**src/core/arb_defs.svh**
```systemverilog
`ifndef ARB_DEFS_SVH
`define ARB_DEFS_SVH

// Register offsets on the configuration port; the status word sits at a free offset.
`define ARB_OFF_RSVD    8'h44
`define ARB_OFF_CTRL    8'h48
`define ARB_OFF_STAT    8'h80

// Reset value and writable-bit mask of the arbitration control word.
`define ARB_CTRL_RESET  32'h0040_801F
`define ARB_CTRL_WMASK  32'h07DF_FE1F

// Field positions inside the arbitration control word.
`define ARB_EN_LSB      0
`define ARB_EXT_BIT     9
`define ARB_BM_EN_BIT   10
`define ARB_BM_REF_BIT  11
`define ARB_FAIR_LSB    12
`define ARB_TOG_BIT     20
`define ARB_PRIO_LSB    22

// Idle bus cycles a granted master may waste before it is called broken.
`define ARB_BM_CYCLES   5'h10

`endif

```
**src/core/arb_pkg.sv**
```systemverilog
`default_nettype none

package arb_pkg;

    // One access from the register port.
    typedef struct packed {
        logic [7:0]  addr;
        logic [31:0] wdata;
        logic        wr;
        logic        rd;
    } reg_req_s;

    // Sampled secondary bus signals, all active low.
    typedef struct packed {
        logic [4:0] req_n;
        logic       frame_n;
        logic       irdy_n;
    } pci_in_s;

    typedef enum logic {
        ST_IDLE,
        ST_GRANT
    } arb_state_e;

    typedef logic [2:0] req_idx_t;

    // Turns a requester index into a one-hot vector.
    function automatic logic [4:0] onehot5(input req_idx_t idx);
        onehot5 = 5'h01 << idx;
    endfunction : onehot5

endpackage : arb_pkg

`default_nettype wire

```
**src/core/arb_pick.sv**
```systemverilog
`default_nettype none

module arb_pick (
    input  wire logic [4:0]        pool,
    input  wire arb_pkg::req_idx_t last,
    output logic                   valid,
    output arb_pkg::req_idx_t      idx
);
    import arb_pkg::*;

    // Walks the ring starting just after the last winner and takes the first candidate.
    always_comb begin
        req_idx_t cand;
        cand = last;
        valid = 1'b0;
        idx = last;
        for (int k = 0; k < 5; k++) begin
            cand = (cand == 3'h4) ? 3'h0 : req_idx_t'(cand + 3'h1);
            if (!valid && pool[cand]) begin
                valid = 1'b1;
                idx = cand;
            end
        end
    end

endmodule : arb_pick

`default_nettype wire

```
**src/core/pci_secondary_bus_arbiter.sv**
```systemverilog
// The strobed register port was left to the implementer.
`include "arb_defs.svh"
`default_nettype none

module pci_secondary_bus_arbiter (
    input  wire logic              clk,
    input  wire logic              reset_n,
    input  wire arb_pkg::reg_req_s reg_req,
    output logic [31:0]            reg_rdata,
    input  wire arb_pkg::pci_in_s  pci_in,
    output logic [4:0]             gnt_n,
    output logic                   ext_arb_sel
);
    import arb_pkg::*;

    logic [31:0] ctrl_q;
    logic [31:0] rdata_q;
    arb_state_e  state_q;
    arb_state_e  state_d;
    req_idx_t    own_q;
    req_idx_t    own_d;
    req_idx_t    last_q;
    logic [4:0]  gnt_n_q;
    logic [4:0]  gnt_n_d;
    logic [7:0]  fair_q;
    logic [7:0]  fair_d;
    logic [4:0]  bm_q;
    logic [4:0]  bm_d;
    logic        armed_q;
    logic        started_q;
    logic        frame_prev_q;
    logic        fall_d1_q;
    logic [4:0]  broken_q;
    logic [4:0]  served_q;
    logic        issue_w;
    logic        drop_w;

    // Control fields decoded from the control word.
    wire logic [4:0] en_w       = ctrl_q[`ARB_EN_LSB +: 5];
    wire logic       ext_w      = ctrl_q[`ARB_EXT_BIT];
    wire logic       bm_en_w    = ctrl_q[`ARB_BM_EN_BIT];
    wire logic       bm_ref_w   = ctrl_q[`ARB_BM_REF_BIT];
    wire logic [7:0] fair_fld_w = ctrl_q[`ARB_FAIR_LSB +: 8];
    wire logic       tog_en_w   = ctrl_q[`ARB_TOG_BIT];
    wire logic [4:0] prio_w     = ctrl_q[`ARB_PRIO_LSB +: 5];

    // Register port decode.
    wire logic wr_ctrl_w = reg_req.wr && (reg_req.addr == `ARB_OFF_CTRL);
    wire logic rd_ctrl_w = reg_req.rd && (reg_req.addr == `ARB_OFF_CTRL);
    wire logic rd_stat_w = reg_req.rd && (reg_req.addr == `ARB_OFF_STAT);
    wire logic [31:0] stat_w = {11'h000, fair_q, last_q, broken_q, ~gnt_n_q};

    // Bus observations.
    wire logic       busy_w    = (state_q == ST_GRANT);
    wire logic       idle_w    = pci_in.frame_n && pci_in.irdy_n;
    wire logic       fall_w    = frame_prev_q && !pci_in.frame_n;
    wire logic [4:0] own_oh_w  = onehot5(own_q);
    wire logic       own_req_w = !pci_in.req_n[own_q];

    // Requesters that may win: enabled, asking, not broken, internal arbiter active.
    wire logic [4:0] elig_w   = ~pci_in.req_n & en_w & ~broken_q & {5{!ext_w}};
    wire logic [4:0] hi_w     = elig_w & prio_w;
    wire logic [4:0] pool_w   = (|hi_w) ? hi_w : elig_w;
    wire logic       others_w = |(elig_w & ~own_oh_w);

    // Broken-master watchdog: the sixteenth idle cycle without FRAME ends the grant.
    wire logic bm_hit_w = busy_w && bm_en_w && !started_q && idle_w
                          && (bm_q == (`ARB_BM_CYCLES - 5'h01));

    // Fairness expiry only matters while another requester waits.
    wire logic fair_drop_w = busy_w && armed_q && (fair_fld_w != 8'h00)
                             && (fair_q == 8'h00) && others_w;

    // Toggle pulse: frame fell two cycles before the cycle in which GNT shows high.
    wire logic tog_w = tog_en_w && fall_d1_q && busy_w;

    logic     pick_valid;
    req_idx_t pick_idx;

    arb_pick u_pick (
        .pool  (pool_w),
        .last  (last_q),
        .valid (pick_valid),
        .idx   (pick_idx)
    );

    // Grant state machine: issues a grant from idle and decides when it ends.
    always_comb begin
        state_d = state_q;
        own_d = own_q;
        issue_w = 1'b0;
        drop_w = 1'b0;
        case (state_q)
            ST_IDLE: begin
                if (pick_valid) begin
                    issue_w = 1'b1;
                    state_d = ST_GRANT;
                    own_d = pick_idx;
                end
            end
            ST_GRANT: begin
                if (ext_w || bm_hit_w || !own_req_w || !en_w[own_q] || fair_drop_w) begin
                    drop_w = 1'b1;
                    state_d = ST_IDLE;
                end
            end
            default: begin
                state_d = ST_IDLE;
            end
        endcase
    end

    // Grant outputs, active low, with the optional one-clock toggle.
    assign gnt_n_d = (state_d == ST_GRANT) ? (~onehot5(own_d) | {5{tog_w && !drop_w}}) : 5'h1F;

    // Fairness counter: reload on grant, count down once armed and contended.
    always_comb begin
        fair_d = fair_q;
        if (issue_w) begin
            fair_d = fair_fld_w;
        end else if (busy_w && armed_q && others_w && (fair_q != 8'h00)) begin
            fair_d = fair_q - 8'h01;
        end
    end

    // Watchdog counter runs only while the granted master leaves the bus idle.
    always_comb begin
        bm_d = bm_q;
        if (issue_w) begin
            bm_d = 5'h00;
        end else if (busy_w && bm_en_w && !started_q && idle_w) begin
            bm_d = bm_q + 5'h01;
        end
    end

    // Configuration register; only documented bits are writable.
    always_ff @(posedge clk) begin
        if (!reset_n) begin
            ctrl_q <= `ARB_CTRL_RESET;
        end else if (wr_ctrl_w) begin
            ctrl_q <= reg_req.wdata & `ARB_CTRL_WMASK;
        end
    end

    // Read data stands for the single cycle after the read strobe.
    always_ff @(posedge clk) begin
        if (!reset_n) begin
            rdata_q <= 32'h0000_0000;
        end else begin
            rdata_q <= rd_ctrl_w ? ctrl_q : (rd_stat_w ? stat_w : 32'h0000_0000);
        end
    end

    // Grant state, owner and round-robin pointer.
    always_ff @(posedge clk) begin
        if (!reset_n) begin
            state_q <= ST_IDLE;
            own_q <= 3'h0;
            last_q <= 3'h4;
            gnt_n_q <= 5'h1F;
        end else begin
            state_q <= state_d;
            own_q <= own_d;
            gnt_n_q <= gnt_n_d;
            if (issue_w) begin
                last_q <= pick_idx;
            end
        end
    end

    // Counters and frame tracking for the current grant.
    always_ff @(posedge clk) begin
        if (!reset_n) begin
            fair_q <= 8'h00;
            bm_q <= 5'h00;
            armed_q <= 1'b0;
            started_q <= 1'b0;
            frame_prev_q <= 1'b1;
            fall_d1_q <= 1'b0;
        end else begin
            fair_q <= fair_d;
            bm_q <= bm_d;
            frame_prev_q <= pci_in.frame_n;
            fall_d1_q <= fall_w && busy_w;
            armed_q <= !issue_w && (armed_q || (busy_w && fall_w));
            started_q <= !issue_w && (started_q || (busy_w && !pci_in.frame_n));
        end
    end

    // Broken flags and the served record used to refresh them.
    generate
        for (genvar i = 0; i < 5; i++) begin : g_broken
            wire logic others_served_w = &(served_q | ~en_w | broken_q | onehot5(req_idx_t'(i)));
            always_ff @(posedge clk) begin
                if (!reset_n) begin
                    broken_q[i] <= 1'b0;
                end else if (bm_hit_w && (own_q == req_idx_t'(i))) begin
                    broken_q[i] <= 1'b1;
                end else if (bm_ref_w && others_served_w) begin
                    broken_q[i] <= 1'b0;
                end
            end
            always_ff @(posedge clk) begin
                if (!reset_n) begin
                    served_q[i] <= 1'b0;
                end else if (issue_w && (pick_idx == req_idx_t'(i))) begin
                    served_q[i] <= 1'b1;
                end else if (bm_ref_w && |(broken_q) && others_served_w && broken_q[i] == 1'b0
                             && &(served_q | ~en_w | broken_q)) begin
                    served_q[i] <= 1'b0;
                end
            end
        end
    endgenerate

    assign reg_rdata = rdata_q;
    assign gnt_n = gnt_n_q;
    assign ext_arb_sel = ctrl_q[`ARB_EXT_BIT];

    // Checks kept beside the logic they guard.
    AST_ISSUE_ENABLED: assert property (@(posedge clk) disable iff (!reset_n)
        issue_w |-> (en_w[pick_idx] && !pci_in.req_n[pick_idx]))
        else $error("Grant issued to a disabled or idle requester.");

    AST_EXT_NO_GNT: assert property (@(posedge clk) disable iff (!reset_n)
        ext_w |=> (gnt_n_q == 5'h1F))
        else $error("Grant driven while external arbiter is selected.");

    AST_BM_TIMEOUT: assert property (@(posedge clk) disable iff (!reset_n)
        (busy_w && bm_en_w && !started_q && idle_w && bm_q == 5'h0F) |=> (gnt_n_q == 5'h1F))
        else $error("Grant not removed on the sixteenth idle cycle.");

    AST_BM_MARK: assert property (@(posedge clk) disable iff (!reset_n)
        bm_hit_w |=> broken_q[$past(own_q)])
        else $error("Timed-out master not marked broken.");

    AST_BM_STICKY: assert property (@(posedge clk) disable iff (!reset_n)
        (!bm_ref_w && !wr_ctrl_w) |=> ((broken_q & $past(broken_q)) == $past(broken_q)))
        else $error("Broken master cleared without refresh.");

    AST_FAIR_RELOAD: assert property (@(posedge clk) disable iff (!reset_n)
        (issue_w && !wr_ctrl_w) |=> (fair_q == $past(fair_fld_w)))
        else $error("Fairness counter not reloaded on new grant.");

    AST_FAIR_UNARMED: assert property (@(posedge clk) disable iff (!reset_n)
        (!armed_q && !issue_w) |=> (fair_q == $past(fair_q)))
        else $error("Fairness counter moved before frame fell.");

    AST_FAIR_ZERO_HOLD: assert property (@(posedge clk) disable iff (!reset_n)
        (busy_w && fair_fld_w == 8'h00 && own_req_w && en_w[own_q] && !ext_w && !bm_hit_w)
        |=> (state_q == ST_GRANT) && (own_q == $past(own_q)))
        else $error("Grant removed while owner still requests with fairness zero.");

    AST_NO_TOGGLE: assert property (@(posedge clk) disable iff (!reset_n)
        (!tog_en_w && busy_w && !drop_w) |=> (gnt_n_q == ~onehot5(own_q)))
        else $error("Grant toggled with toggling disabled.");

    AST_TOGGLE: assert property (@(posedge clk) disable iff (!reset_n)
        (tog_en_w && busy_w && fall_w && !wr_ctrl_w) ##1 (busy_w && !drop_w)
        |=> (gnt_n_q == 5'h1F) ##1 (!busy_w || gnt_n_q == ~own_oh_w))
        else $error("Grant toggle pulse misplaced.");

    AST_HIGH_FIRST: assert property (@(posedge clk) disable iff (!reset_n)
        (issue_w && |hi_w) |-> prio_w[pick_idx])
        else $error("Low-priority requester chosen over a high one.");

    AST_RSVD_ZERO: assert property (@(posedge clk) disable iff (!reset_n)
        (reg_req.rd && reg_req.addr == `ARB_OFF_RSVD) |=> (reg_rdata == 32'h0000_0000))
        else $error("Reserved register read non-zero.");

endmodule : pci_secondary_bus_arbiter

`default_nettype wire

```
**config.mk**
```make
export PLATFORM = sky130hd
export DESIGN_NAME = pci_secondary_bus_arbiter
export DESIGN_NICKNAME = d
export VERILOG_FILES = /design/src/core/arb_pkg.sv /design/src/core/arb_pick.sv /design/src/core/pci_secondary_bus_arbiter.sv
export VERILOG_INCLUDE_DIRS = /design/src /design/src/core
export SDC_FILE = /design/constraint.sdc
export NUM_CORES = 1
export LEC_CHECK = 0
export BUFFER_PORTS_ARGS = -buffer_cell sky130_fd_sc_hd__buf_2
export CORE_MARGIN = 4
export CORE_UTILIZATION = 35
export CTS_CLUSTER_DIAMETER = 120
export CTS_CLUSTER_SIZE = 14
export DETAILED_ROUTE_END_ITERATION = 12
export SLEW_MARGIN = 20
export SYNTH_ARGS = -nofsm -noshare
export SYNTH_HDL_FRONTEND = slang
export SYNTH_SLANG_ARGS = --single-unit
```
**constraint.sdc**
```tcl
create_clock -name clk -period 12.2 [get_ports clk]
set_input_delay 2.44 -clock clk [delete_from_list [all_inputs] [get_ports clk]]
set_output_delay 2.44 -clock clk [all_outputs]
set_load 0.02 [all_outputs]
```
# Yosys cells after proc, flatten, opt, wreduce, memory -nomap -nowiden
# Index checks and enable logic that the tools add are counted.
[word_totals]
input_bits = 51
ff_bits = 93
mem_bits_ro = 0
latch_bits = 0
ramBits = 0
elab_cells = 241
n_memories = 0
out_inout_bits = 38
[classes]
n_addsub = 7
n_reduce_logical = 102
bitwise_logic = 22
n_eq_ne = 16
shifts = 2
multipliers = 0
muxes = 62
magnitude_cmp = 6
n_div = 0
[op_table]
columns = ["operator", "count"]
rows = [
  ["1-bit logical AND", 57],
  ["1-bit 2-to-1 mux", 37],
  ["3-bit 2-to-1 mux", 12],
  ["5-bit inverter", 6],
  ["27-bit 2-to-1 mux", 1],
  ["5-bit bitwise AND", 5],
  ["3-bit by 4-bit < comparator with 1-bit output (second input constant)", 6],
  ["2-bit nonzero test", 11],
  ["1-bit binary-select mux with 3-bit select", 7],
  ["3-bit == test (second input constant)", 7],
  ["21-bit 2-to-1 mux", 1],
  ["4-bit AND reduction", 5],
  ["8-bit 2-to-1 mux", 2],
  ["8-bit nonzero test", 2],
  ["3-bit by 1-bit adder with 3-bit output (second input constant)", 5],
  ["5-bit bitwise OR", 3],
  ["5-bit OR reduction", 3],
  ["3-bit by 2-bit == test with 1-bit output (second input constant)", 4],
  ["1-bit zero test", 10],
  ["1-bit by 3-bit left shift with 5-bit output (first input constant)", 2],
  ["8-bit by 7-bit == test with 1-bit output (second input constant)", 1],
  ["8-bit == test (second input constant)", 1],
  ["8-bit zero test", 1],
  ["1-bit inverter", 8],
  ["other kinds (12)", 20],
]

# Depth between registers and ports, before layout
# Gate-level depths: netlist of the first run.
[logic_depth]
depth_word = 27
mapped_depth = 22
ltp_nobuf = 18

# Hierarchy
# Synthesis of the first run repeated with hierarchy kept, for this count alone.
[unflattened]
cells_unflattened = 572
hier_area_um2 = 4859.7
[modules_own_cells]
columns = ["module", "area_per_inst_um2", "seq_area_each_um2", "cells_each", "n_inst"]
rows = [
  ["pci_secondary_bus_arbiter", 3858.7, 1741.7, 434, 1],
  ["arb_pick", 1001.0, 0.0, 138, 1],
]

# Least setup slack after synthesis of the first run
# No wires, ideal clock.
[synth_path]
path_type = "input to register"
startpoint = "in pci_in[6] (netlist bit)"
endpoint = "reg gnt_n_q[3], in the netlist gnt_n[3]"
t_required_ps = 12070
path_buffers = 0
slack_ps = 6953
setup_time_ps = 130
path_stages = 10
t_arrival_ps = 5118
cell_sequence = "or4b_4 > or2_4 > a31oi_4 > o32ai_2 > a221oi_2 > nand3_2 > nor4b_4 > or4b_1 > o2111ai_2 > nand4b_1"
[synth_via]
elab_chain_cells = 27
word_cells_on_any_way = 56
classes_between = "1 x shift; 30 x mux; 8 x bitwise; 17 x reduce/logical"
[synth_rtl]
columns = ["item", "line", "text"]
rows = [
  ["from (decl)", "pci_secondary_bus_arbiter.sv:10", "input wire arb_pkg::pci_in_s pci_in,"],
  ["5-bit inverter", "pci_secondary_bus_arbiter.sv:61", "wire logic [4:0] elig_w = ~pci_in.req_n & en_w & ~broken_q & {5{!ext_w}};"],
  ["5-bit bitwise AND (3 in a row)", "pci_secondary_bus_arbiter.sv:61", ""],
  ["5-bit bitwise AND", "pci_secondary_bus_arbiter.sv:62", "wire logic [4:0] hi_w = elig_w & prio_w;"],
  ["5-bit OR reduction", "pci_secondary_bus_arbiter.sv:63", "wire logic [4:0] pool_w = (|hi_w) ? hi_w : elig_w;"],
  ["5-bit 2-to-1 mux", "pci_secondary_bus_arbiter.sv:63", ""],
  ["1-bit binary-select mux with 3-bit select", "arb_pick.sv:19", "if (!valid && pool[cand]) begin"],
  ["1-bit 2-to-1 mux (implied by the code)", "arb_pick.sv:19", ""],
  ["1-bit 2-to-1 mux", "arb_pick.sv:19", ""],
  ["[9 not listed]", "-", ""],
  ["1-bit zero test", "arb_pick.sv:19", ""],
  ["1-bit logical AND", "arb_pick.sv:19", ""],
  ["3-bit 2-to-1 mux / 1-bit 2-to-1 mux (equally long branches)", "arb_pick.sv:19", ""],
  ["3-bit 2-to-1 mux", "pci_secondary_bus_arbiter.sv:95", "if (pick_valid) begin"],
  ["3-bit 2-to-1 mux", "pci_secondary_bus_arbiter.sv:93", "case (state_q)"],
  ["1-bit by 3-bit left shift with 5-bit output", "arb_pkg.sv:29", "onehot5 = 5'h01 << idx;"],
  ["5-bit inverter", "pci_secondary_bus_arbiter.sv:114", "assign gnt_n_d = (state_d == ST_GRANT) ? (~onehot5(own_d) | {5{tog_w && !drop_w}}) : 5'h1F;"],
  ["5-bit bitwise OR", "pci_secondary_bus_arbiter.sv:114", ""],
  ["to (signal assigned)", "pci_secondary_bus_arbiter.sv:164", "gnt_n_q <= gnt_n_d;"],
  ["to (decl)", "pci_secondary_bus_arbiter.sv:23", "logic [4:0] gnt_n_q;"],
]
# Several ways; a longest one is shown, not always the timed one. The select of a mux whose other input is x is not followed.
# A chain may end at the register's enable or synchronous reset.

# Final worst setup path of the first run
[layout_path]
startpoint = "reg last_q[0]"
endpoint = "reg bm_q[4]"
[layout_via]
elab_chain_cells = 20
word_cells_on_any_way = 41
classes_between = "5 x add/sub; 5 x eq/ne; 22 x mux; 9 x reduce/logical"
[layout_rtl]
columns = ["item", "line", "text"]
rows = [
  ["from (decl)", "pci_secondary_bus_arbiter.sv:22", "req_idx_t last_q;"],
  ["from (signal assigned)", "pci_secondary_bus_arbiter.sv:166", "last_q <= pick_idx;"],
  ["3-bit by 1-bit adder with 3-bit output / 3-bit == test (equally long branches)", "arb_pick.sv:18", "cand = (cand == 3'h4) ? 3'h0 : req_idx_t'(cand + 3'h1);"],
  ["3-bit 2-to-1 mux *", "arb_pick.sv:18", ""],
  ["parallel branches: the longest is 14 deep, another holds 3-bit by 1-bit adder with 3-bit output", "-", ""],
  ["1-bit 2-to-1 mux *", "arb_pick.sv:19", ""],
  ["1-bit 2-to-1 mux *", "pci_secondary_bus_arbiter.sv:95", ""],
  ["1-bit 2-to-1 mux *", "pci_secondary_bus_arbiter.sv:93", ""],
  ["2-bit OR reduction (no source line) *", "-", ""],
  ["to (signal assigned)", "pci_secondary_bus_arbiter.sv:182", "bm_q <= bm_d;"],
  ["to (decl)", "pci_secondary_bus_arbiter.sv:27", "logic [4:0] bm_q;"],
]
# Every way passes the cells marked *. The select of a mux whose other input is x is not followed.

==> impl_metrics.ini, run 1 <==
[sta]
slew_viol_final = 0
period_needed_ns = 5.69
setup_violations = 0
fin_tns_setup_ns = 0
grt_setup_unrepaired = false
setup_slack_ns = 6.51
skew_ns = 0.00564
finalHoldViolations = 0
post-route-period-util_pct = 46.6
fmax_mhz = 176
max_slew_margin_pct = 27.5
tightest_slew_ns = 1.08

[detailed_routing]
drcViolationCount = 0
first_pass_iters = 5
avgViaCountPerCell = 5.66
wl_um = 15200
vias = 4785
wl_per_cell_um = 17.9
drtIter0Drc = 350
ant_nets = 0

[yosys]
syn_area_per_cell_um2 = 8.29
synthCells = 603
ys_types = 80
async_reset_ff_share_pct = 0
synth_edf_count = 0
synthesis.area_um2 = 5000
synth_warnings = 0
synth-main-ff-cell = dfxtp_1
yosysSeqAreaShare_pct = 34.9
ys_ff_latch = 87

[layout]
drive_above_1_share_pct = 20.6
multi_input_area_um2 = 3040
fin_nets = 722
fillers = 1414
fin_util_pct = 41.3
layout_common_cells = dfxtp_1, nand2_1, buf_2, nor2_1, a21oi_1
seq_area_um2 = 1740
design_area_um2 = 5750
synthToLayoutAreaGrowth_pct = 15.1
final_common_cell = dfxtp_1
diodes = 0

[die]
num_rows = 43
initial_core_util_pct = 35.9
core_um2 = 13900
io_pins = 89
fp.dieH_um = 127
die_area_um2 = 16200
die_w_um = 127

[clocking]
clock-sinks = 87
cts_buffer_depth = 2
post-cts-setup-buffer-count = 0
insertion_delay_ns = 0.34
cts-root-buf = clkbuf_16
ctsHoldBuffers = 0
cts.clk_slew.worst_paths_ns = 0.06
cts_tree = yes
ctsHtreeMaxLevel = 3
post_cts_resized = 0
cts-buffers-inserted = 9

[placed_design]
port_buffers = 72
place.gp.congestion = 0.937
post-place-ws_ns = 6.21
hpwlAfterDp_um = 11500
placed_area_um2 = 5470

[worst_setup_path]
r2r_cells = 16
r2r-end = bm_q[4]
r2r_start = last_q[0]
reg2reg_setup_slack_ns = 6.51
crit_required_ns = 12.45
crit_fanout = 17
worstPathArrival_ns = 5.94
worstSetupEndpointType = flip-flop
startpoint_type = flip-flop
path_class = reg2reg

[grt]
grt_pass1_vias = 4481
grt_util_all_layers_pct = 18.4
grt_overflow = 0
antenna_found_initial = 0
grt_pass1_wl_um = 23900
grt_max_degree = 35

[power]
ir_drop_uv = 107
leakage_nw = 2.26
power.density_nw_per_um2 = 251

[worst_hold_path]
holdPathStages = 1
hp-class = reg2reg
hp-start = gnt_n[3]
min_to = reg_rdata[3]

[job]
drv_cap = 0

[status]
outcome = completed
where the power goes:
group          internal [W]  total (W)  switching, W
combinational      0.000319   0.000837      0.000517
clock              0.000149   0.000260      0.000110
sequential         0.000310   0.000348     0.0000378
critical path, cell delays in order (launching register included):
cell and delay (ns):
dfxtp_1 0.61, inv_1 0.24, ha_1 0.45, inv_1 0.16
ha_1 0.22, o21ai_0 0.18, a22oi_2 0.42, ha_1 0.41
a31o_2 0.15, a31oi_1 0.05, o21bai_1 0.55, mux2i_1 0.43
a211oi_4 0.14, nor4b_4 0.38, a21o_1 0.58, nand2_1 0.38
a211oi_1 0.25
synthesized netlist by cell type (all sizes together), types with 4 or more instances:
library cell,instances,area [um^2]
or3,6,37.5
a21o,7,52.6
dfxtp,87,1740
ha,11,138
a211oi,10,87.6
a21oi,42,218
nor3b,6,45.0
nor2b,6,37.5
buf,10,70.1
nor2,53,199
a31oi,11,129
or4b,6,63.8
a22o,9,78.8
nand2,85,319
or4,6,52.6
o21ai,25,125
o32ai,7,76.3
inv,16,60.1
nor4,6,37.5
xnor2,5,43.8
nand3b,4,30.0
mux2i,9,90.1
a22oi,6,87.6
nor4b,5,83.8
xor2,5,43.8
and2,15,98.9
nand4,10,62.6
o211ai,5,37.5
or2,4,27.5
nor3,22,120
and3,7,48.8
nand3,24,125
clkbuf,25,95.1
area by class of cell:
cell class | count | share of cell area (%)
Tap cell | 180 | 3.92
Sequential cell | 87 | 30.3
Inverter | 17 | 1.11
Clock buffer | 12 | 4.46
Multi-Input combinational cell | 469 | 52.9
Timing Repair Buffer | 76 | 6.79
Clock inverter | 4 | 0.522
worst max-delay path by stage:
stage | cells past startpoint | slack, ns | end | start
after floorplan | 10 | 6.95 | gnt_n[3] | pci_in[6]
after global placement | 11 | 6.23 | bm_q[4] | pci_in[6]
after detailed placement | 11 | 6.21 | bm_q[4] | pci_in[6]
after CTS | 11 | 6.56 | bm_q[4] | pci_in[6]
after global routing | 16 | 6.18 | bm_q[4] | last_q[0]
final | 16 | 6.51 | bm_q[4] | last_q[0]
per-layer routing:
layer  vias to the layer above  wire length (um)  part of all wire (%)  track usage [%]
met4                         0               282                   1.9             4.86
met3                        22               965                   6.4             4.14
met1                      2253              6850                    45             25.0
li1                       2318                 -                     -                -
met2                       192              7060                    47             29.4
met5                         -                 0                     0                0
sequential cells by signal, summed over array words and instances, names as in the netlist, 3 cells and up:
name / cells
ctrl_q: 22
reg_rdata: 26
served_q: 5
last_q: 3
gnt_n: 5
own_q: 3
broken_q: 5
bm_q: 5
fair_q: 8
through the flow:
step,instances,hold slack [ns],total power (W)
finish,845,0.448,0.00144
global route,845,0.495,0.00154
CTS,845,0.459,0.00144
detailed placement,829,0.450,0.00117
global placement,829,0.438,0.00116
floorplan,608,0.437,0.00100
cells by family after synthesis:
group,Yosys count,synth area share [%]
simple gates,274,29.2
xor+xnor,10,1.75
buf+inv,52,4.58
compound gates,156,24.3
flops,87,34.9
mux,12,2.48
fa+ha+maj,11,2.75
other cells,1,0.0751
Note: power is estimated with default switching activity, not from simulation.
==> inputs of run 2 (changes only) <==
==> constraint.sdc (replaced) <==
create_clock -name clk -period 5.2 [get_ports clk]
set_input_delay 1.04 -clock clk [delete_from_list [all_inputs] [get_ports clk]]
set_output_delay 1.04 -clock clk [all_outputs]
set_load 0.02 [all_outputs]
==> run 2 against run 1 <==
Worst setup slack got worse by 5.9 ns. Via count increased by 0.59%. Combinational power increased to 2.6 times the previous value. Register-to-register slack got worse by 5.9 ns. Die area unchanged. Worst hold slack improved by 0.00072 ns. Total power increased by 150%. Count of clock-buffer cells in the layout unchanged. Clock skew increased by 0.0014 ns. Critical path type unchanged.
==> impl_metrics.ini, run 2 (same netlist as run 1, synthesis figures left out) <==
[status]
outcome = completed

[worst_setup_path]
crit_top_cell = ha_1
cp_cell_sequence = inv_1 -> ha_1 -> inv_1 -> ha_1 -> o21ai_0 -> a22oi_2 -> ha_1 -> a31o_2 -> a31oi_1 -> o21bai_1 -> buf_4 -> mux2i_1 -> nor3_2 -> or2_2 -> or2_2 -> buf_4 -> o211ai_1 -> a221oi_2 -> a32o_1
crit_fanout = 8
worstSetupEndpointType = flip-flop
path_class = reg2reg
startpoint_type = flip-flop
crit_required_ns = 5.43
slowest_delay_ns = 0.42
worstPathArrival_ns = 4.86
cpMaxStageDelayCell = ha_1

[clocking]
cts_buffer_depth = 2
ctsHtreeMaxLevel = 3
ctsHoldBuffers = 0
insertion_delay_ns = 0.34
cts-root-buf = clkbuf_16
post_cts_resized = 0
cts.clk_slew.worst_paths_ns = 0.06
cts-buffers-inserted = 9
post-cts-setup-buffer-count = 0
cts_tree = yes
clock-sinks = 87

[die]
die_area_um2 = 16200
fp.dieH_um = 127
io_pins = 89
num_rows = 43
core_um2 = 13900
initial_core_util_pct = 35.9
die_w_um = 127

[sta]
setup_violations = 0
finalHoldViolations = 0
period_needed_ns = 4.63
fmax_mhz = 216
post-route-period-util_pct = 89.0
skew_ns = 0.00704
max_slew_margin_pct = 28.9
tightest_slew_ns = 1.06
fin_tns_setup_ns = 0
slew_viol_final = 0
grt_setup_unrepaired = false

[grt]
antenna_found_initial = 0
grt_pass1_wl_um = 23900
grt_pass1_vias = 4579
grt_util_all_layers_pct = 18.2
grt_max_degree = 35
grt_overflow = 0

[layout]
synthToLayoutAreaGrowth_pct = 17.6
layout_common_cells = dfxtp_1, nand2_1, buf_2, nor2_1, a21oi_1
largest_reg_flops = 26
drive_above_1_share_pct = 22.4
fillers = 1407
instances_no_fill = 860
fin_nets = 737
diodes = 0
final_common_cell = dfxtp_1

[job]
drv_cap = 0

[power]
power.density_nw_per_um2 = 608
seqPwrFrac_pct = 22.1
power_frac_clock_pct = 17.1
p_sw_w = 0.00159
combPwrFrac_pct = 60.8
leakage_nw = 2.34
ir_drop_uv = 223
internal-power_w = 0.00199
netSwitchingFraction_pct = 44.4

[detailed_routing]
drtIter0Drc = 276
drcViolationCount = 0
wl_um = 15300
ant_nets = 0
first_pass_iters = 5
vias = 4813
avgViaCountPerCell = 5.60
wl_per_cell_um = 17.8

[worst_hold_path]
hp-class = reg2reg

[placed_design]
port_buffers = 72
dp_cells = 844
hpwlAfterDp_um = 11700
place.gp.congestion = 0.924
run 2: through the flow:
| stage | worst slack, ns | power, W | hold WS, ns | area [um^2] | util (%) |
|---|---|---|---|---|---|
| floorplan | 0.636 | 0.00235 | 0.437 | 5010 | - |
| global placement | 0.730 | 0.00293 | 0.439 | 5590 | 40.1 |
| detailed placement | 0.631 | 0.00294 | 0.446 | 5590 | 40.1 |
| CTS | 0.622 | 0.00356 | 0.455 | 5880 | 42.2 |
| global route | 0.394 | 0.00381 | 0.499 | 5880 | 42.2 |
| finish | 0.570 | 0.00357 | 0.449 | 5880 | 42.2 |
run 2: worst max-delay path, delay by kind of cell (launching register included):
kind | cells | cell delay [ns]
and+or+nand+nor | 3 | 0.79
DFF | 1 | 0.33
muxes | 1 | 0.21
AOI/OAI and AO/OA | 8 | 1.59
buffers and inverters | 4 | 0.56
adders and majority gates | 3 | 1.02
run 2: cell type report:
type	instances	area, um^2	area share (%)
Clock inverter	4	30.0	0.511
Timing Repair Buffer	91	515	8.77
Multi-Input combinational cell	469	3040	51.8
Clock buffer	12	256	4.36
Sequential cell	87	1740	29.6
Tap cell	180	225	3.83
Inverter	17	63.8	1.09
run 2: metal layers:
metal	vias to the layer above	track usage [%]	share of wire, %
li1	2343	-	-
met1	2287	25.0	46
met2	163	28.8	46
met3	20	3.47	5.6
met4	0	5.80	2.2
met5	-	0	0
run 2: path summary, 6_finish.rpt:
kind,cells past startpoint,endpoint,slack (ns),startpoint
worst min register to register,1,reg_rdata[3],0.45,gnt_n[3]
worst min-delay path,1,reg_rdata[3],0.45,gnt_n[3]
worst max-delay path,19,served_q[2],0.57,last_q[1]
worst max register to register,19,served_q[2],0.57,last_q[1]
run 2: power by group through the flow:
stage	registers [W]	logic, W	clock network (W)
floorplan	0.000778	0.00157	0
global placement	0.000801	0.00212	0
detailed placement	0.000802	0.00214	0
CTS	0.000788	0.00215	0.000619
global route	0.000796	0.00237	0.000643
finish	0.000790	0.00217	0.000610
